File: config.mk
export PLATFORM = sky130hd
export DESIGN_NAME = tec_driver_protect_ctrl
export DESIGN_NICKNAME = d
export VERILOG_FILES = /design/src/rtl/tec_ctrl_pkg.sv /design/src/rtl/voltage_clamp.sv /design/src/rtl/monitor_route.sv /design/src/rtl/tec_driver_protect_ctrl.sv
export SDC_FILE = /design/constraint.sdc
export NUM_CORES = 1
export LEC_CHECK = 0
export BUFFER_PORTS_ARGS = -buffer_cell sky130_fd_sc_hd__buf_2
export CAP_MARGIN = 15
export CORE_MARGIN = 5
export CORE_UTILIZATION = 32
export DETAILED_ROUTE_END_ITERATION = 10
export HOLD_SLACK_MARGIN = 0.06
export MAX_ROUTING_LAYER = met4
export PLACE_DENSITY_LB_ADDON = 0.05
export SYNTH_ARGS = -nofsm -noshare
export SYNTH_HDL_FRONTEND = slang
export SYNTH_HIERARCHICAL = 1
export SYNTH_SLANG_ARGS = --single-unit
File: constraint.sdc
create_clock -name clock_i -period 4.01 [get_ports clock_i]
set_clock_uncertainty 0.1 [all_clocks]
set_input_delay 0.401 -clock clock_i [delete_from_list [all_inputs] [get_ports clock_i]]
set_output_delay 0.401 -clock clock_i [all_outputs]
set_load 0.005 [all_outputs]
File: src/rtl/tec_ctrl_pkg.sv
// Functional notes
// - Upper clamp field caps effective voltage code
// - Lower clamp field floors effective voltage code
// - Skip cycles when limited at min time
// - I/O supply or thermal fault forces internal reset
// - Software reset bit triggers same reset
// - Reset restores registers except status register
// - Latched faults keep both drivers disabled
// - Status shows four live, unlatched indications
// - Six fault flags stick until cleared
// - Reset sets sticky reset-occurred flag
// - Select field routes signal to monitor pin
// - Test bit rescales monitor codes 5-11 except 9
// - Switching needs pin high and request bit
// - Pin driven low on detected fault
// - External low on pin idles switch node
// - Pin released once status 10:4 clear
// - Voltage code sign-extends from bit 25
// - Linear stage needs enable bit and no faults
package tec_ctrl_pkg;

  ////////////////////////////////////////////////////////////////////////////
  // Register bus geometry and register indices (byte address = 4 * index)
  localparam int unsigned ADDR_W = 8;
  localparam int unsigned DATA_W = 32;
  localparam logic [2:0] IDX_COMMAND = 3'h0;
  localparam logic [2:0] IDX_STATUS = 3'h1;
  localparam logic [2:0] IDX_NEG_LIMIT = 3'h2;
  localparam logic [2:0] IDX_POS_LIMIT = 3'h3;
  localparam logic [2:0] IDX_VOLTAGE = 3'h4;
  localparam logic [2:0] IDX_UPPER_CLAMP = 3'h5;
  localparam logic [2:0] IDX_LOWER_CLAMP = 3'h6;
  localparam logic [2:0] IDX_MONITOR = 3'h7;

  ////////////////////////////////////////////////////////////////////////////
  // Control register
  localparam int unsigned CMD_W = 22;
  localparam logic [21:0] CMD_RST = 22'h08_a214;
  localparam int unsigned CMD_ENABLE_BIT = 0;
  localparam int unsigned CMD_SWITCH_ENABLE_REQUEST_BIT = 1;
  localparam int unsigned CMD_SOFT_RST_BIT = 20;

  ////////////////////////////////////////////////////////////////////////////
  // Status register layout
  localparam int unsigned STAT_W = 11;
  localparam int unsigned ST_SWITCHING = 0;
  localparam int unsigned ST_CUR_LIMIT = 1;
  localparam int unsigned ST_PWR_LIMIT = 2;
  localparam int unsigned ST_MIN_TIME = 3;
  localparam int unsigned ST_RESET_OCC = 4;
  localparam int unsigned ST_FAULT_LSB = 5;
  localparam int unsigned NUM_FAULTS = 6;
  localparam logic [10:0] STAT_RST = 11'h010;

  ////////////////////////////////////////////////////////////////////////////
  // Limit, voltage and clamp registers
  localparam int unsigned LIM_W = 9;
  localparam logic [8:0] NEG_LIMIT_RST = 9'h1ff;
  localparam logic [8:0] POS_LIMIT_RST = 9'h000;
  localparam int unsigned VCODE_W = 26;
  localparam logic [25:0] VOLTAGE_RST = 26'h300_0000;
  localparam logic [3:0] UPPER_CLAMP_RST = 4'hf;
  localparam logic [3:0] LOWER_CLAMP_RST = 4'h0;
  localparam logic [7:0] UPPER_TOP = 8'h00;
  localparam logic [19:0] UPPER_FILL = 20'hf_ffff;
  localparam logic [7:0] LOWER_TOP = 8'hff;
  localparam logic [19:0] LOWER_FILL = 20'h0_0000;

  ////////////////////////////////////////////////////////////////////////////
  // Monitor select register
  localparam int unsigned MUX_W = 7;
  localparam logic [6:0] MUX_RST = 7'h00;
  localparam int unsigned MUX_OE_BIT = 4;
  localparam int unsigned MUX_TEST_BIT = 5;
  localparam logic [3:0] MON_SCALE_FIRST = 4'h5;
  localparam logic [3:0] MON_SCALE_LAST = 4'hb;
  localparam logic [3:0] MON_SCALE_SKIP = 4'h9;
  localparam logic [3:0] MON_SWITCH_FB = 4'hc;

endpackage

File: src/rtl/voltage_clamp.sv
`timescale 1ns/1ps
module voltage_clamp (
  // Stored code and clamp fields
  input wire logic [25:0] code_i,
  input wire logic [3:0] upper_voltage_clamp_i,
  input wire logic [3:0] lower_voltage_clamp_i,
  // Saturated code
  output logic [31:0] effective_code_o
);

  logic signed [31:0] code_ext;
  logic signed [31:0] upper_bound;
  logic signed [31:0] lower_bound;

  // Sign extension and window bounds
  assign code_ext = {{6{code_i[25]}}, code_i};
  assign upper_bound = {tec_ctrl_pkg::UPPER_TOP, upper_voltage_clamp_i,
                        tec_ctrl_pkg::UPPER_FILL};
  assign lower_bound = {tec_ctrl_pkg::LOWER_TOP, lower_voltage_clamp_i,
                        tec_ctrl_pkg::LOWER_FILL};

  // Saturate to the nearest bound
  always_comb begin
    if (code_ext > upper_bound) begin
      effective_code_o = upper_bound;
    end else if (code_ext < lower_bound) begin
      effective_code_o = lower_bound;
    end else begin
      effective_code_o = code_ext;
    end
  end

endmodule

File: src/rtl/monitor_route.sv
`timescale 1ns/1ps
module monitor_route (
  // Select field and test bit
  input wire logic [3:0] monitor_channel_select_i,
  input wire logic monitor_test_bit_i,
  // Routed channel and scaling change
  output logic [3:0] route_o,
  output logic scale_alt_o
);

  // Top four codes all pick the switch-side feedback
  always_comb begin
    if (monitor_channel_select_i >= tec_ctrl_pkg::MON_SWITCH_FB) begin
      route_o = tec_ctrl_pkg::MON_SWITCH_FB;
    end else begin
      route_o = monitor_channel_select_i;
    end
  end

  // Scaling change only on the documented subset
  assign scale_alt_o = monitor_test_bit_i &&
    (monitor_channel_select_i >= tec_ctrl_pkg::MON_SCALE_FIRST) &&
    (monitor_channel_select_i <= tec_ctrl_pkg::MON_SCALE_LAST) &&
    (monitor_channel_select_i != tec_ctrl_pkg::MON_SCALE_SKIP);

endmodule

File: src/rtl/tec_driver_protect_ctrl.sv
// Local design decisions: the register offsets and the address-and-strobe port.
`timescale 1ns/1ps
module tec_driver_protect_ctrl (
  // Clock and reset
  input wire logic clock_i,
  input wire logic arst_n_i,
  // Register port
  input wire logic [7:0] addr_i,
  input wire logic [31:0] wdata_i,
  input wire logic wr_i,
  input wire logic rd_i,
  output logic [31:0] rdata_o,
  // Live analog indications
  input wire logic current_limit_active_i,
  input wire logic power_limit_active_i,
  input wire logic min_time_limited_i,
  // Fault events from the analog side
  input wire logic linear_overcurrent_i,
  input wire logic overtemp_i,
  input wire logic core_supply_low_i,
  input wire logic io_supply_low_i,
  input wire logic charge_pump_low_i,
  input wire logic reference_low_i,
  input wire logic fault_i,
  // Switch-enable pin
  input wire logic switch_enable_pin_i,
  output logic switch_enable_pin_o,
  output logic switch_enable_pin_oe_n_o,
  // Power stage control
  output logic internal_switch_enable_o,
  output logic switch_node_hiz_o,
  output logic linear_enable_o,
  output logic skip_cycle_o,
  output logic [31:0] effective_voltage_code_o,
  output logic [8:0] positive_current_limit_code_o,
  output logic [8:0] negative_current_limit_code_o,
  // Monitor pin control
  output logic [3:0] monitor_channel_o,
  output logic monitor_output_enable_o,
  output logic monitor_scale_alt_o,
  // Soft reset indication
  output logic soft_reset_o
);

  ////////////////////////////////////////////////////////////////////////////
  // State

  typedef struct packed {
    logic [21:0] cmd;
    logic [10:0] stat;
    logic [8:0] neg_limit;
    logic [8:0] pos_limit;
    logic [25:0] vcode;
    logic [3:0] upper_clamp;
    logic [3:0] lower_clamp;
    logic [6:0] mux;
    logic [31:0] rdata;
    logic pin_oe_n;
    logic sw_en;
    logic hiz;
    logic lin_en;
    logic skip;
    logic [31:0] eff_code;
    logic [3:0] mon_chan;
    logic mon_oe;
    logic mon_scale;
    logic soft_rst;
  } state_s;

  localparam state_s STATE_RST = '{
    cmd: tec_ctrl_pkg::CMD_RST,
    stat: tec_ctrl_pkg::STAT_RST,
    neg_limit: tec_ctrl_pkg::NEG_LIMIT_RST,
    pos_limit: tec_ctrl_pkg::POS_LIMIT_RST,
    vcode: tec_ctrl_pkg::VOLTAGE_RST,
    upper_clamp: tec_ctrl_pkg::UPPER_CLAMP_RST,
    lower_clamp: tec_ctrl_pkg::LOWER_CLAMP_RST,
    mux: tec_ctrl_pkg::MUX_RST,
    rdata: 32'h0000_0000,
    pin_oe_n: 1'b0,
    sw_en: 1'b0,
    hiz: 1'b1,
    lin_en: 1'b0,
    skip: 1'b0,
    eff_code: 32'hff00_0000,
    mon_chan: 4'h0,
    mon_oe: 1'b0,
    mon_scale: 1'b0,
    soft_rst: 1'b0
  };

  state_s state_ff;
  state_s nxt_state;

  ////////////////////////////////////////////////////////////////////////////
  // Helper nets

  logic [2:0] reg_idx;
  logic addr_hit;
  logic [31:0] clamped_code;
  logic [3:0] mon_route;
  logic mon_scale_alt;
  logic [5:0] fault_events;
  logic [5:0] fault_flags;
  logic any_fault;
  logic soft_rst_req;
  logic wr_cmd;
  logic wr_stat;
  logic pin_pull_low;
  logic sw_en_now;
  logic [10:0] stat_view;

  // Word-aligned decode of the eight registers
  assign reg_idx = addr_i[4:2];
  assign addr_hit = (addr_i[1:0] == 2'b00) && (addr_i[7:5] == 3'b000);
  assign wr_cmd = wr_i && addr_hit && (reg_idx == tec_ctrl_pkg::IDX_COMMAND);
  assign wr_stat = wr_i && addr_hit && (reg_idx == tec_ctrl_pkg::IDX_STATUS);

  // Fault events in status bit order
  assign fault_events = {reference_low_i, charge_pump_low_i,
                         io_supply_low_i, core_supply_low_i,
                         overtemp_i, linear_overcurrent_i};
  assign fault_flags = state_ff.stat[10:5];
  assign any_fault = |fault_flags;

  // Internal reset from I/O supply or thermal fault, or from software
  assign soft_rst_req = io_supply_low_i || overtemp_i
    || (wr_cmd && wdata_i[tec_ctrl_pkg::CMD_SOFT_RST_BIT]);

  // Pin is pulled low on a fault or while any status bit 10:4 is set
  assign pin_pull_low = fault_i || (|state_ff.stat[10:4]);

  // Switching needs the pin, the request bit and a clean fault record
  assign sw_en_now = switch_enable_pin_i
    && state_ff.cmd[tec_ctrl_pkg::CMD_SWITCH_ENABLE_REQUEST_BIT]
    && !any_fault && !pin_pull_low;

  // Status as read: live bits merged over the latched ones
  always_comb begin
    stat_view = state_ff.stat;
    stat_view[tec_ctrl_pkg::ST_SWITCHING] = state_ff.sw_en;
    stat_view[tec_ctrl_pkg::ST_CUR_LIMIT] = current_limit_active_i;
    stat_view[tec_ctrl_pkg::ST_PWR_LIMIT] = power_limit_active_i;
    stat_view[tec_ctrl_pkg::ST_MIN_TIME] = min_time_limited_i;
  end

  ////////////////////////////////////////////////////////////////////////////
  // Datapath helpers

  voltage_clamp u_clamp (
    .code_i(state_ff.vcode),
    .upper_voltage_clamp_i(state_ff.upper_clamp),
    .lower_voltage_clamp_i(state_ff.lower_clamp),
    .effective_code_o(clamped_code)
  );

  monitor_route u_monitor (
    .monitor_channel_select_i(state_ff.mux[3:0]),
    .monitor_test_bit_i(state_ff.mux[tec_ctrl_pkg::MUX_TEST_BIT]),
    .route_o(mon_route),
    .scale_alt_o(mon_scale_alt)
  );

  ////////////////////////////////////////////////////////////////////////////
  // Next-state logic

  always_comb begin
    nxt_state = state_ff;

    // Register writes
    if (wr_i && addr_hit) begin
      case (reg_idx)
        tec_ctrl_pkg::IDX_COMMAND: begin
          nxt_state.cmd = wdata_i[21:0];
          nxt_state.cmd[tec_ctrl_pkg::CMD_SOFT_RST_BIT] = 1'b0;
        end
        tec_ctrl_pkg::IDX_NEG_LIMIT: begin
          nxt_state.neg_limit = wdata_i[8:0];
        end
        tec_ctrl_pkg::IDX_POS_LIMIT: begin
          nxt_state.pos_limit = wdata_i[8:0];
        end
        tec_ctrl_pkg::IDX_VOLTAGE: begin
          nxt_state.vcode = wdata_i[25:0];
        end
        tec_ctrl_pkg::IDX_UPPER_CLAMP: begin
          nxt_state.upper_clamp = wdata_i[3:0];
        end
        tec_ctrl_pkg::IDX_LOWER_CLAMP: begin
          nxt_state.lower_clamp = wdata_i[3:0];
        end
        tec_ctrl_pkg::IDX_MONITOR: begin
          nxt_state.mux = wdata_i[6:0];
        end
        default: begin
          nxt_state.mux = state_ff.mux;
        end
      endcase
    end

    // Latched status bits: writing zero clears, a new event wins
    if (wr_stat) begin
      nxt_state.stat[10:4] = state_ff.stat[10:4] & wdata_i[10:4];
    end
    nxt_state.stat[3:0] = 4'h0;
    nxt_state.stat[10:5] = nxt_state.stat[10:5] | fault_events;

    // Internal reset restores all but the status register
    if (soft_rst_req) begin
      nxt_state.cmd = tec_ctrl_pkg::CMD_RST;
      nxt_state.neg_limit = tec_ctrl_pkg::NEG_LIMIT_RST;
      nxt_state.pos_limit = tec_ctrl_pkg::POS_LIMIT_RST;
      nxt_state.vcode = tec_ctrl_pkg::VOLTAGE_RST;
      nxt_state.upper_clamp = tec_ctrl_pkg::UPPER_CLAMP_RST;
      nxt_state.lower_clamp = tec_ctrl_pkg::LOWER_CLAMP_RST;
      nxt_state.mux = tec_ctrl_pkg::MUX_RST;
      nxt_state.stat[tec_ctrl_pkg::ST_RESET_OCC] = 1'b1;
    end
    nxt_state.soft_rst = soft_rst_req;

    // Read data, valid only in the cycle after the strobe
    nxt_state.rdata = 32'h0000_0000;
    if (rd_i && addr_hit) begin
      case (reg_idx)
        tec_ctrl_pkg::IDX_COMMAND: begin
          nxt_state.rdata = {10'h000, state_ff.cmd};
        end
        tec_ctrl_pkg::IDX_STATUS: begin
          nxt_state.rdata = {21'h00_0000, stat_view};
        end
        tec_ctrl_pkg::IDX_NEG_LIMIT: begin
          nxt_state.rdata = {23'h00_0000, state_ff.neg_limit};
        end
        tec_ctrl_pkg::IDX_POS_LIMIT: begin
          nxt_state.rdata = {23'h00_0000, state_ff.pos_limit};
        end
        tec_ctrl_pkg::IDX_VOLTAGE: begin
          nxt_state.rdata = {{6{state_ff.vcode[25]}}, state_ff.vcode};
        end
        tec_ctrl_pkg::IDX_UPPER_CLAMP: begin
          nxt_state.rdata = {28'h000_0000, state_ff.upper_clamp};
        end
        tec_ctrl_pkg::IDX_LOWER_CLAMP: begin
          nxt_state.rdata = {28'h000_0000, state_ff.lower_clamp};
        end
        tec_ctrl_pkg::IDX_MONITOR: begin
          nxt_state.rdata = {25'h000_0000, state_ff.mux};
        end
        default: begin
          nxt_state.rdata = 32'h0000_0000;
        end
      endcase
    end

    // Pin drive and switching stage
    nxt_state.pin_oe_n = !pin_pull_low;
    nxt_state.sw_en = sw_en_now;
    nxt_state.hiz = !sw_en_now;

    // Linear stage needs the enable bit and no latched fault
    nxt_state.lin_en = state_ff.cmd[tec_ctrl_pkg::CMD_ENABLE_BIT]
      && !any_fault;

    // Pulse skipping while current-limited at minimum on/off time
    nxt_state.skip = sw_en_now && current_limit_active_i
      && min_time_limited_i;

    // Clamped code and monitor routing
    nxt_state.eff_code = clamped_code;
    nxt_state.mon_chan = mon_route;
    nxt_state.mon_oe = state_ff.mux[tec_ctrl_pkg::MUX_OE_BIT];
    nxt_state.mon_scale = mon_scale_alt;
  end

  ////////////////////////////////////////////////////////////////////////////
  // State register

  always_ff @(posedge clock_i or negedge arst_n_i) begin
    if (!arst_n_i) begin
      state_ff <= STATE_RST;
    end else begin
      state_ff <= nxt_state;
    end
  end

  ////////////////////////////////////////////////////////////////////////////
  // Outputs, each straight from the state register except the constant-low pin drive

  assign rdata_o = state_ff.rdata;
  assign switch_enable_pin_o = 1'b0;
  assign switch_enable_pin_oe_n_o = state_ff.pin_oe_n;
  assign internal_switch_enable_o = state_ff.sw_en;
  assign switch_node_hiz_o = state_ff.hiz;
  assign linear_enable_o = state_ff.lin_en;
  assign skip_cycle_o = state_ff.skip;
  assign effective_voltage_code_o = state_ff.eff_code;
  assign positive_current_limit_code_o = state_ff.pos_limit;
  assign negative_current_limit_code_o = state_ff.neg_limit;
  assign monitor_channel_o = state_ff.mon_chan;
  assign monitor_output_enable_o = state_ff.mon_oe;
  assign monitor_scale_alt_o = state_ff.mon_scale;
  assign soft_reset_o = state_ff.soft_rst;

endmodule

# After elaboration in Yosys (flattened, before gate mapping)
# Cells that the tools add are included.
# Widths: inputs -> output; s select.
[word_totals]
regBits = 164
input_bits = 55
out_inout_bits = 95
elab_cells = 95
[classes]
magnitude_cmp = 5
eq_ne = 8
n_mux = 18
n_bitwise = 2
reduce_logical = 42
[ops]
columns = ["cell", "n"]
rows = [
  ["$pmux 32 s8", 1],
  ["$mux 59", 2],
  ["$mux 32", 3],
  ["$mux 22", 3],
  ["$gt 26x25->1", 1],
  ["$lt 26x25->1", 1],
  ["$mux 26", 1],
  ["$mux 9", 2],
  ["$reduce_bool 2->1", 9],
  ["$logic_and 1x1->1", 15],
  ["$mux 7", 2],
  ["$reduce_and 2->1", 7],
  ["$eq 3x3->1 const B", 4],
  ["$mux 4", 3],
  ["$and 7x7->7", 1],
  ["$reduce_or 7->1", 1],
  ["$eq 3x2->1 const B", 2],
  ["$logic_not 3->1", 2],
  ["$or 6x6->6", 1],
  ["$reduce_or 6->1", 1],
  ["$ge 4x3->1 const B", 1],
  ["$ge 4x4->1 const B", 1],
  ["$le 4x4->1 const B", 1],
  ["$ne 4x4->1 const B", 1],
  ["other kinds (5)", 9],
]

# Logic depth before layout (Yosys ltp)
# Gate-level depths: netlist of the first run.
[depth]
ltp_word = 8
ltp_mapped = 10

# Modules after synthesis
# The synthesis of the first run kept the hierarchy.
[by_module_without_submodules]
columns = ["mod", "n_inst", "cells_per_inst", "area_each_um2", "seq_area_each_um2"]
rows = [
  ["tec_driver_protect_ctrl", 1, 618, 6817.8, 3967.6],
  ["voltage_clamp", 1, 101, 596.8, 0.0],
  ["monitor_route", 1, 9, 55.1, 0.0],
]

# Worst setup path after synthesis of the first run
# OpenSTA, ideal clock, no wires.
[synth_timing]
kind = "register to register"
start = "register state_ff[90] (netlist bit)"
end = "register state_ff, in the netlist effective_voltage_code_o[26]"
setup_time_ns = 0.058
arrival_time_ns = 2.238
setup_slack_ns = 1.614
path_stages_with_launch = 9
synth_period_minus_slack_ns = 2.396
cell_sequence = "dfstp_2 -> inv_1 -> ha_1 -> nand2_1 -> or4_1 -> o211ai_2 -> buf_6 -> nor2b_1 -> buf_4"
[synth_between]
elab_chain_cells = 2
[synth_lines]
columns = ["item", "line_no", "source"]
rows = [
  ["from (decl)", "tec_driver_protect_ctrl.sv:92", "state_s state_ff;"],
  ["from (signal assigned)", "tec_driver_protect_ctrl.sv:282", "state_ff <= nxt_state;"],
  ["$gt 26x25->1", "voltage_clamp.sv:24", "if (code_ext > upper_bound) begin"],
  ["$mux 32", "voltage_clamp.sv:24", ""],
  ["net clamped_code[26]", "tec_driver_protect_ctrl.sv:100", "logic [31:0] clamped_code;"],
]
# The timed path passes the listed nets, and every way through them passes these cells.
# A chain may end at the register's enable or synchronous reset.

# Worst setup path in the final report of the first run
[layout_timing]
start = "register state_ff[84] (netlist bit)"
end = "register state_ff, in the netlist effective_voltage_code_o[21]"
[layout_between]
elab_chain_cells = 3
[layout_lines]
columns = ["item", "line_no", "source"]
rows = [
  ["$lt 26x25->1", "voltage_clamp.sv:26", "end else if (code_ext < lower_bound) begin"],
  ["$mux 32 *", "voltage_clamp.sv:26", ""],
  ["$mux 32 *", "voltage_clamp.sv:24", ""],
  ["net clamped_code[21]", "tec_driver_protect_ctrl.sv:100", ""],
]
# Mark *: on every way through the listed nets, which the timed path passes. The rest lies on a longest branch.

==> metrics.txt, run 1 <==
run status finished, final reports clean; critical path startpoint category flop; initial standard-cell utilization of the core 0.321; diode count 0; number of levels in the clock H-tree 4; width of the chip 163 um; Final Cycle Share 0.640; proportion of power drawn by the clock network 0.480; Worst R2R End effective_voltage_code_o[21]$_DFF_PN0_; post-synth design cell area 7470 um2; worst hold path depth 2; overall track demand over capacity in global routing 0.172; sequential share of power 0.468; hold_ws 88.8 ps; Root Driver clkbuf_16; WL/cell 19.6 um; Final Slew Violations 0; Net Sw Power 785 uW; power density relative to cell area 402 nW/um2; max-cap violation count 0; cell count after placement 1071; Met2 Wirelength 9870 um; largest net degree at the start of global routing 71; setup TNS 0 ps; global route overflow 0; class of the tightest hold or removal check in2reg; Syn Nets 791; worst-margin pin slew 847 ps; die footprint 26500 um2; count of buffers from port buffering 142; worst hold start reference_low_i; Leakage 0.00417 uW; final hold viol count 0; via count of the first global-routing pass 5607; Post-synth EDFFs 0; DP Wirelength 15500 um; total internal power 2610 uW; post-route total power 3400 uW; reg-to-reg slack, setup 1440 ps; clock slew seen by the registers of the worst setup and hold paths 60 ps; Inserted Clock Buffers 17; Skew-Pair Late Insertion Delay 420 ps; max layer used met4; share of synthesized area occupied by flip-flops and latches 0.531; IR Drop Worst-Case VDD 0.000225 V; final setup vio count 0; 1st-pass router iterations 6; type of the worst setup path reg2reg; met3 WL post-DR 1040 um; routed via count divided by cell count 4.74; synthesized instance count 728; number of buffers between clock root and the deepest sink 2; global placer's final weighted congestion 0.867; synthesized area divided by synthesized cell count 10.3 um2; setup repair after global routing missed its margin no; FF-to-FF path depth 9; area of the core 23300 um2; share of the core filled with cells 0.363; endpoint class of the critical path flop; cell types with the largest area share after synthesis dfrtp_1, dfstp_2, buf_4, mux2i_1, nand2_1; final worst path period need 2570 ps; switching power share of the total 0.231; terminating pin of the worst hold path fault_flags[5]$_DFF_PN0_; length of routed wiring on met1 10500 um; number of vias in the routed layout 5240; Fmax achieved 0.389 GHz; largest area contributor in the synthesized netlist dfrtp_1; Iter 0 DRT Violations 320; combinational cell fraction of total power 0.052; fraction of layout cells with a size suffix above 1 0.288; data arrival time at the worst-slack endpoint 2760 ps; height of the die 163 um; Seq cells post-synth 157; post-synthesis async set-or-reset flop share 1.00; Main synth FF type dfrtp_1; Site Rows 56; Yosys warning total 6; clock net sink count 157; synthesis-to-layout area growth 12.9%; TritonCTS clock tree done; net count of the finished layout 837; maximum fanout encountered on the critical timing path 25; post-layout instance count excluding filler cells 1106; number of distinct library cells after synthesis 56; post-synth top area share 0.422; headroom to the max-slew limit 0.436; DRT Wirelength 21600 um; wire length of the first global-routing pass 33700 um; initial antenna violation count 0; launch point of the worst reg-to-reg path state_ff[84]$_DFFE_PN0P_; required time of the worst setup path 4210 ps; count of unresolved DRC violations after routing 0; residual antenna-violating net count after detailed routing 0; count of boundary I/O pins 150
final cells by class:
cell class / count / area, um2
inverter: 40 / 150
sequential: 157 / 3970
clock buffer: 23 / 478
tap: 319 / 399
multi-input combinational: 400 / 2460
timing repair buffer: 158 / 870
fill: 2395 / 14800
clock inverter: 9 / 111
routing by layer:
metal  track usage  vias to the layer above
li1              -                     2462
met5             -                        -
met3        0.0332                       12
met4        0.0484                        0
met2         0.257                      167
met1         0.240                     2599
cell usage in the layout, fill, tap and decap left out, types with 4 or more instances in the layout:
cell type  Yosys  layout
a22o_1        17      17
nand2b_1      10      10
ha_1           8       8
nand3_1       17      17
o21ai_0       38      38
nor3_1         6       6
and3_1         9       9
dfstp_2       31      31
a21oi_1       42      42
o211ai_1       4       4
mux2i_1       47      47
buf_2         19     141
nand4_1        7       7
clkbuf_16      0      17
nand2_1       84      84
inv_1         37      37
dfrtp_1      126     126
buf_4         93      11
a22oi_1        5       5
o22ai_1        5       5
nor2_1        43      43
o22a_1         6       6
nor2b_1       11      11
cell usage after synthesis, types with 3 or more instances:
library cell / number
o21ai_0: 38
nor2b_1: 11
ha_1: 8
o22a_1: 6
nor2_1: 43
o211ai_1: 4
nor3_1: 6
buf_4: 93
clkbuf_2: 3
o22ai_1: 5
a21oi_1: 42
o211a_1: 3
dfstp_2: 31
clkbuf_1: 11
and3_1: 9
a22oi_1: 5
buf_2: 19
dfrtp_1: 126
mux2i_1: 47
nand2_1: 84
a22o_1: 17
nand4_1: 7
inv_1: 37
inv_2: 3
buf_6: 3
nand2b_1: 10
nand3_1: 17
or4_1: 3
o221ai_1: 3
worst max-delay path: stages, from the launching register on:
cell and delay (ps):
dfrtp_1 430, inv_1 70, ha_1 270, a21o_1 160, a21oi_1 140, nor2b_1 60, o211ai_1 160, ha_1 710
mux2i_1 250, a21oi_1 100
flip-flops by register name, summed over array words and instances, names as in the netlist:
name,cells
effective_voltage_code_o,32
fault_flags,6
internal_switch_enable_o,1
linear_enable_o,1
monitor_channel_o,4
monitor_output_enable_o,1
monitor_scale_alt_o,1
negative_current_limit_code_o,9
nxt_state,1
positive_current_limit_code_o,9
rdata_o,26
skip_cycle_o,1
soft_reset_o,1
stat_view,1
state_ff,61
switch_enable_pin_oe_n_o,1
switch_node_hiz_o,1
what timing repair did:
item	CTS	global route
setup buffers	0	0
hold buffers	3	0
gates resized for setup	0	0
hold endpoints to repair	59	0
power groups by stage:
stage	logic [uW]	clock network [uW]	registers, uW
2_1_floorplan	71.5	0	1620
3_3_place_gp	177	0	1620
3_5_place_dp	179	0	1620
4_1_cts	181	1670	1590
5_1_grt	197	1740	1590
6_report	177	1630	1590
per-stage QoR:
stage	cell area, um2	setup WS [ps]
after detailed placement	7820	1400
after global routing	8440	1210
after global placement	7820	1430
after floorplan	7470	1610
after CTS	8440	1390
final	8440	1440
worst max-delay path by stage:
stage	startpoint	to	slack (ps)	cells after the start
final	state_ff[84]$_DFFE_PN0P_	effective_voltage_code_o[21]$_DFF_PN0_	1440	9
after global routing	state_ff[84]$_DFFE_PN0P_	effective_voltage_code_o[22]$_DFF_PN0_	1210	9
after CTS	state_ff[88]$_DFFE_PN1P_	effective_voltage_code_o[30]$_DFF_PN1_	1390	7
after detailed placement	state_ff[88]$_DFFE_PN1P_	effective_voltage_code_o[30]$_DFF_PN1_	1400	7
after global placement	state_ff[88]$_DFFE_PN1P_	effective_voltage_code_o[30]$_DFF_PN1_	1430	7
after floorplan	state_ff[90]$_DFFE_PN1P_	effective_voltage_code_o[26]$_DFF_PN1_	1610	8
cells by family after synthesis:
logic type               after synthesis  share of synthesized area
multiplexers                          48                     0.0645
flip-flops                           157                      0.531
AND/OR/NAND/NOR                      205                      0.132
adder cells (fa/ha/maj)                8                     0.0134
AO/OA/AOI/OAI                        138                      0.119
other                                  1                   0.000502
buffers and inverters                171                      0.139
No activity file was read; power rests on OpenSTA's default activity.
==> run 2: changes to the inputs <==
clock period = 2.62 ns   (was 4.01 ns; I/O delays follow)
==> run 2 against run 1 <==
  * Wire length rose by 1.4%
  * Via count rose by 4.8%
  * Worst setup slack got worse by 1200 ps
  * Critical path depth fell by 3
  * Largest cell class unchanged
  * Total power rose by 49%
  * Final cell count rose by 4.0%
  * Clock-buffer cell count fell by 2
  * Die area did not move
  * Sequential share of layout area fell by 1.9 points
==> metrics.txt, run 2 (synthesis gave the netlist of run 1 again) <==
count of boundary I/O pins 150 (unchanged); number of filler cells placed in the layout 2404 (+0.38%); commonest cells after routing, fill and taps aside buf_2, dfrtp_1, nand2_1, mux2i_1, nor2_1; register with the most flip-flops state_ff; overall track demand over capacity in global routing 0.172 (about the same); global placer's final weighted congestion 0.835 (-3.7%); class of the tightest hold or removal check in2reg; terminating pin of the worst hold path negative_current_limit_code_o[2]$_DFFE_PN1P_; routed via count divided by cell count 4.78 (+0.80%); area of the core 23300 um2 (unchanged); Skew-Pair Late Insertion Delay 420 ps (about the same); number of levels in the clock H-tree 4 (unchanged); initial antenna violation count 0 (unchanged); Inserted Clock Buffers 17 (unchanged); worst hold start wdata_i[2]; via count of the first global-routing pass 5797 (+3.4%); Leakage 0.00433 uW (+3.7%); hold_ws 84.2 ps (-4.60 ps); most common cell after layout, fill and taps aside buf_2; share of the core filled with cells 0.378 (+0.0157); max-cap violation count 0 (unchanged); FF-to-FF path depth 6 (-3); launch point of the worst reg-to-reg path fault_flags[5]$_DFF_PN0_; slowest stage delay, CP 550 ps (-160 ps); width of the chip 163 um (unchanged); headroom to the max-slew limit 0.595 (+0.160); worst path bufs/invs 2 (+1); worst-margin pin slew 607 ps (-239 ps); reg-to-reg slack, setup 210 ps (-1230 ps); DRT Wirelength 21900 um (+1.4%); CP cell instances nor4_1 -> nand2_1 -> nor4_1 -> buf_4 -> and3_1 -> dlygate4sd3_1; WL/cell 19.1 um (-2.5%); final setup vio count 0 (unchanged); dominant delay contributor by cell family on the critical path simple AND/OR/NAND/NOR gates; Site Rows 56 (unchanged); Fmax achieved 0.415 GHz (+6.5%); endpoint class of the critical path flop; Root Driver clkbuf_16; critical path startpoint category flop; number of buffers between clock root and the deepest sink 2 (unchanged); setup TNS 0 ps (unchanged); number of flip-flops in the largest register 61 (unchanged); wire length of the first global-routing pass 33700 um (+0.10%); setup repair after global routing missed its margin no; DP Wirelength 15900 um (+2.5%); final hold viol count 0 (unchanged); clock net sink count 157 (unchanged); type of the worst setup path reg2reg; Iter 0 DRT Violations 231 (-28%); critical path's most frequent cell nor4_1; global route overflow 0 (unchanged); maximum fanout encountered on the critical timing path 3 (-88%); required time of the worst setup path 2890 ps (-1320 ps); count of unresolved DRC violations after routing 0 (unchanged); residual antenna-violating net count after detailed routing 0 (unchanged); Final Cycle Share 0.920 (+0.280); data arrival time at the worst-slack endpoint 2680 ps (-80 ps); final worst path period need 2410 ps (-158 ps); largest net degree at the start of global routing 59 (-17%); net count of the finished layout 881 (+5.3%); Final Slew Violations 0 (unchanged); IR Drop Worst-Case VDD 0.000306 V (+36%); run status finished, final reports clean; diode count 0 (unchanged); worst-path cell with the longest stage delay dlygate4sd3_1; TritonCTS clock tree done; power density relative to cell area 575 nW/um2 (+43%); die footprint 26500 um2 (unchanged); Worst R2R End skip_cycle_o$_DFF_PN0_; height of the die 163 um (unchanged); initial standard-cell utilization of the core 0.321 (unchanged); synthesis-to-layout area growth 17.8%; 1st-pass router iterations 4 (-2); count of buffers from port buffering 142 (unchanged); fraction of layout cells with a size suffix above 1 0.290 (+0.00157); number of vias in the routed layout 5492 (+4.8%); clock slew seen by the registers of the worst setup and hold paths 70 ps (about the same); worst hold path depth 3 (+1)
run 2: worst max path at each step:
stage / slack [ps] / to / depth (start not counted) / from
after floorplan: 220 / effective_voltage_code_o[26]$_DFF_PN1_ / 8 / state_ff[90]$_DFFE_PN1P_
after global placement: 230 / effective_voltage_code_o[27]$_DFF_PN1_ / 8 / state_ff[88]$_DFFE_PN1P_
after detailed placement: 200 / effective_voltage_code_o[6]$_DFF_PN0_ / 7 / state_ff[88]$_DFFE_PN1P_
after CTS: 200 / effective_voltage_code_o[30]$_DFF_PN1_ / 8 / state_ff[88]$_DFFE_PN1P_
after global routing: 80 / effective_voltage_code_o[17]$_DFF_PN0_ / 9 / state_ff[84]$_DFFE_PN0P_
final: 210 / skip_cycle_o$_DFF_PN0_ / 6 / fault_flags[5]$_DFF_PN0_
run 2: cell type report:
type                    count  area [um2]  area share
flip-flops and latches    157        3970       0.451
multi-input cells         400        2460       0.280
repair buffers            202        1280       0.145
clock buffers              21         460      0.0523
well taps                 319         399      0.0454
inverters                  40         150      0.0171
clock inverters            11        85.1     0.00967
run 2: worst register-to-register path, stage by stage, from the launching register on:
cell and delay (ps):
dfrtp_1 400, nor4_1 330, nand2_1 150, nor4_1 450, buf_4 210, and3_1 170, dlygate4sd3_1 550
run 2: through the flow:
| step | std cells | total power, uW | setup slack [ps] | area (um2) |
|---|---|---|---|---|
| final | 1150 | 5060 | 210 | 8800 |
| after global routing | 1150 | 5270 | 76.2 | 8800 |
| after global placement | 1084 | 2750 | 233 | 7920 |
| after CTS | 1150 | 5140 | 199 | 8800 |
| after detailed placement | 1084 | 2750 | 203 | 7920 |
| after floorplan | 728 | 2580 | 224 | 7470 |
run 2: layer usage:
| metal | vias up | GRT usage | wire [um] |
|---|---|---|---|
| li1 | 2553 | - | - |
| met1 | 2745 | 0.236 | 10600 |
| met2 | 170 | 0.259 | 10000 |
| met3 | 24 | 0.0344 | 920 |
| met4 | 0 | 0.0534 | 366 |
| met5 | - | - | 0 |
run 2: power by group:
group / switching (uW) / internal [uW] / total (uW)
Combinational: 197 / 114 / 311
Sequential: 1.33 / 2430 / 2430
Clock: 1050 / 1270 / 2320
run 2: what timing repair did:
item | CTS | global route
hold endpoints to repair | 88 | 0
hold buffers | 34 | 0
buffers inserted | 0 | 0
resized for setup | 0 | 0
==> run 3: changes to the inputs <==
ABC_AREA = 1   (was default)
==> run 3 against run 2 <==
  * Worst setup slack improved by 290 ps
  * Total power rose by 6.4%
  * Fmax rose by 14%
  * Clock-buffer cell count is 2 lower
  * Sequential share of layout area shrank 2.5 points
  * Die area up 7.1%
  * Hold slack worse by 9.1 ps
  * Final cell count rose by 18%
  * Core utilization decreased by 0.47 points
  * Area after synthesis increased by 7.6%
  * Sequential power grew 2%
  * Critical endpoint is now effective_voltage_code_o[15]$_DFF_PN0_
==> metrics.txt, run 3 <==
run status finished, final reports clean; count of hold buffers inserted by post-cts repair 28 (-18%); maximum fanout encountered on the critical timing path 20 (+17); Final Slew Violations 0 (unchanged); WL/cell 18.2 um (-4.5%); Post-CTS Resized 0 (unchanged); clock slew seen by the registers of the worst setup and hold paths 70 ps (about the same); final worst path period need 2120 ps (-288 ps); IR Drop Worst-Case VDD 0.000350 V (+14%); Seq cells post-synth 157 (unchanged); count of unresolved DRC violations after routing 0 (unchanged); Site Rows 58 (+3.6%); number of flip-flops in the largest register 61 (unchanged); die footprint 28400 um2 (+7.1%); overall track demand over capacity in global routing 0.181 (+0.00888); number of levels in the clock H-tree 4 (unchanged); global route overflow 0 (unchanged); DP Wirelength 17400 um (+9.3%); height of the die 168 um (+3.5%); number of distinct library cells after synthesis 36 (-36%); Iter 0 DRT Violations 437 (+89%); Yosys warning total 6 (unchanged); final hold viol count 0 (unchanged); post-synth design cell area 8030 um2 (+7.6%); width of the chip 168 um (+3.5%); cell types with the largest area share after synthesis dfrtp_1, nand2_1, dfstp_2, buf_4, nand4_1; type of the worst setup path reg2reg; total non-filler cell area in the finished layout 9330 um2 (+6.0%); Post-synth EDFFs 0 (unchanged); Inserted Clock Buffers 17 (unchanged); Main synth FF type dfrtp_1; count of buffers from port buffering 142 (unchanged); net count of the finished layout 1073 (+22%); endpoint class of the critical path flop; largest area contributor in the synthesized netlist dfrtp_1; data arrival time at the worst-slack endpoint 2310 ps (-370 ps); via count of the first global-routing pass 6390 (+10%); wire length of the first global-routing pass 38600 um (+14%); residual antenna-violating net count after detailed routing 0 (unchanged); number of buffers between clock root and the deepest sink 2 (unchanged); commonest cells after routing, fill and taps aside nand2_1, buf_2, dfrtp_1, nand4_1, inv_1; max-cap violation count 0 (unchanged); headroom to the max-slew limit 0.611 (+0.0158); 1st-pass router iterations 5 (+1); share of synthesized area occupied by flip-flops and latches 0.494 (-0.0373); required time of the worst setup path 2810 ps (-80 ps); Syn Nets 999 (+26%); initial antenna violation count 1 (+1); worst-margin pin slew 581 ps (-25.8 ps); CP cell instances inv_1 -> ha_1 -> nand2_1 -> inv_1 -> nand2_1 -> nor2_1 -> nand2_2 -> nand2_4 -> buf_4 -> o21ai_2; total placed instance area 8450 um2 (+6.7%); Leakage 0.00485 uW (+12%); count of boundary I/O pins 150 (unchanged); clock net sink count 157 (unchanged); most common cell after layout, fill and taps aside nand2_1; area of the core 25000 um2 (+7.3%); Commonest cells post-synth nand2_1, dfrtp_1, buf_4, nand4_1, inv_1; Final Cycle Share 0.810 (-0.110); Fmax achieved 0.471 GHz (+14%); global placer's final weighted congestion 0.799 (-4.2%); DRT Wirelength 24700 um (+12%); number of vias in the routed layout 6332 (+15%); Root Driver clkbuf_16; power density relative to cell area 577 nW/um2 (+0.39%); worst-path cell with the longest stage delay dfstp_2; post-route total power 5390 uW (+6.4%); most common cell in the synthesized netlist nand2_1; post-synthesis async set-or-reset flop share 1.00 (unchanged); slowest stage delay, CP 580 ps (+30 ps); post-synth top area share 0.392 (-0.0296); routed via count divided by cell count 4.68 (-2.1%); critical path startpoint category flop; Skew-Pair Late Insertion Delay 420 ps (about the same); synthesized area divided by synthesized cell count 8.58 um2 (-16%); Post-CTS Setup Bufs 0 (unchanged); TritonCTS clock tree done; class of the tightest hold or removal check in2reg; largest net degree at the start of global routing 94 (+59%); register with the most flip-flops state_ff; synthesis-to-layout area growth 16.1%; synthesized instance count 936 (+29%); final setup vio count 0 (unchanged); initial standard-cell utilization of the core 0.322 (+0.000717); setup TNS 0 ps (unchanged); setup repair after global routing missed its margin no; fraction of layout cells with a size suffix above 1 0.271 (-0.0192)
run 3: cell count changes after synthesis, moves of 17 or more:
cell     previous run  this run
a22o_1             17         0
o21ai_2             0        20
nand3_1            17        45
nand2_1            84       230
inv_1              37        81
mux2i_1            47         0
nand4_1             7        89
run 3: final cells by class:
class | count | area (um2)
Clock buffer | 19 | 443
Antenna cell | 1 | 2.50
Clock inverter | 13 | 154
Multi-Input combinational cell | 548 | 2770
Inverter | 92 | 345
Tap cell | 330 | 413
Timing Repair Buffer | 194 | 1230
Sequential cell | 157 | 3970
Fill cell | 2648 | 15600
run 3: worst max-delay path: cells and delay by family, from the launching register on:
| family | cells | cell delay [ps] |
|---|---|---|
| AO/OA/AOI/OAI | 1 | 110 |
| AND/OR/NAND/NOR | 5 | 470 |
| adder cells (fa/ha/maj) | 1 | 280 |
| flip-flops | 1 | 580 |
| buffers and inverters | 3 | 440 |
run 3: cell families after synthesis:
kind of cell	after synthesis	synth area share
AOI/OAI and AO/OA	96	0.0740
adders and majority gates	8	0.0125
buffers and inverters	231	0.163
DFF	157	0.494
other	1	0.000467
and+or+nand+nor	443	0.257
run 3: worst paths after layout:
path                                           from                                            to  slack [ps]  depth (start not counted)
setup reg to reg           state_ff[90]$_DFFE_PN1P_        effective_voltage_code_o[15]$_DFF_PN0_         500                         10
max in group asynchronous                  arst_n_i  negative_current_limit_code_o[4]$_DFFE_PN1P_        1520                          3
hold / removal                          wdata_i[15]                     state_ff[161]$_DFFE_PN1P_          80                          5
hold reg to reg            nxt_state[2]$_DFFE_PN0P_             monitor_output_enable_o$_DFF_PN0_         350                          0
setup / recovery           state_ff[90]$_DFFE_PN1P_        effective_voltage_code_o[15]$_DFF_PN0_         500                         10
min in group asynchronous                  arst_n_i        effective_voltage_code_o[12]$_DFF_PN0_         190                          2
run 3: per-stage QoR:
step           setup slack [ps]   util  hold slack [ps]  std cells
5_1_grt                     310  0.374             75.8       1354
6_report                    498  0.374             75.0       1354
3_3_place_gp                510  0.338             75.4       1293
4_1_cts                     485  0.373             62.1       1353
2_1_floorplan               401      -             -134        936
3_5_place_dp                498  0.338             74.7       1293
run 3: where the power goes:
part,switching [uW],internal (uW)
Clock,1100,1460
Sequential,21.8,2460
Combinational,236,112
Total,1360,4030
run 3: routing by layer:
metal / up-vias / wire (um) / track usage
met4: 0 / 474 / 0.0519
met5: - / 0 / -
li1: 3118 / - / -
met2: 169 / 11000 / 0.268
met3: 28 / 1060 / 0.0320
met1: 3017 / 12100 / 0.256
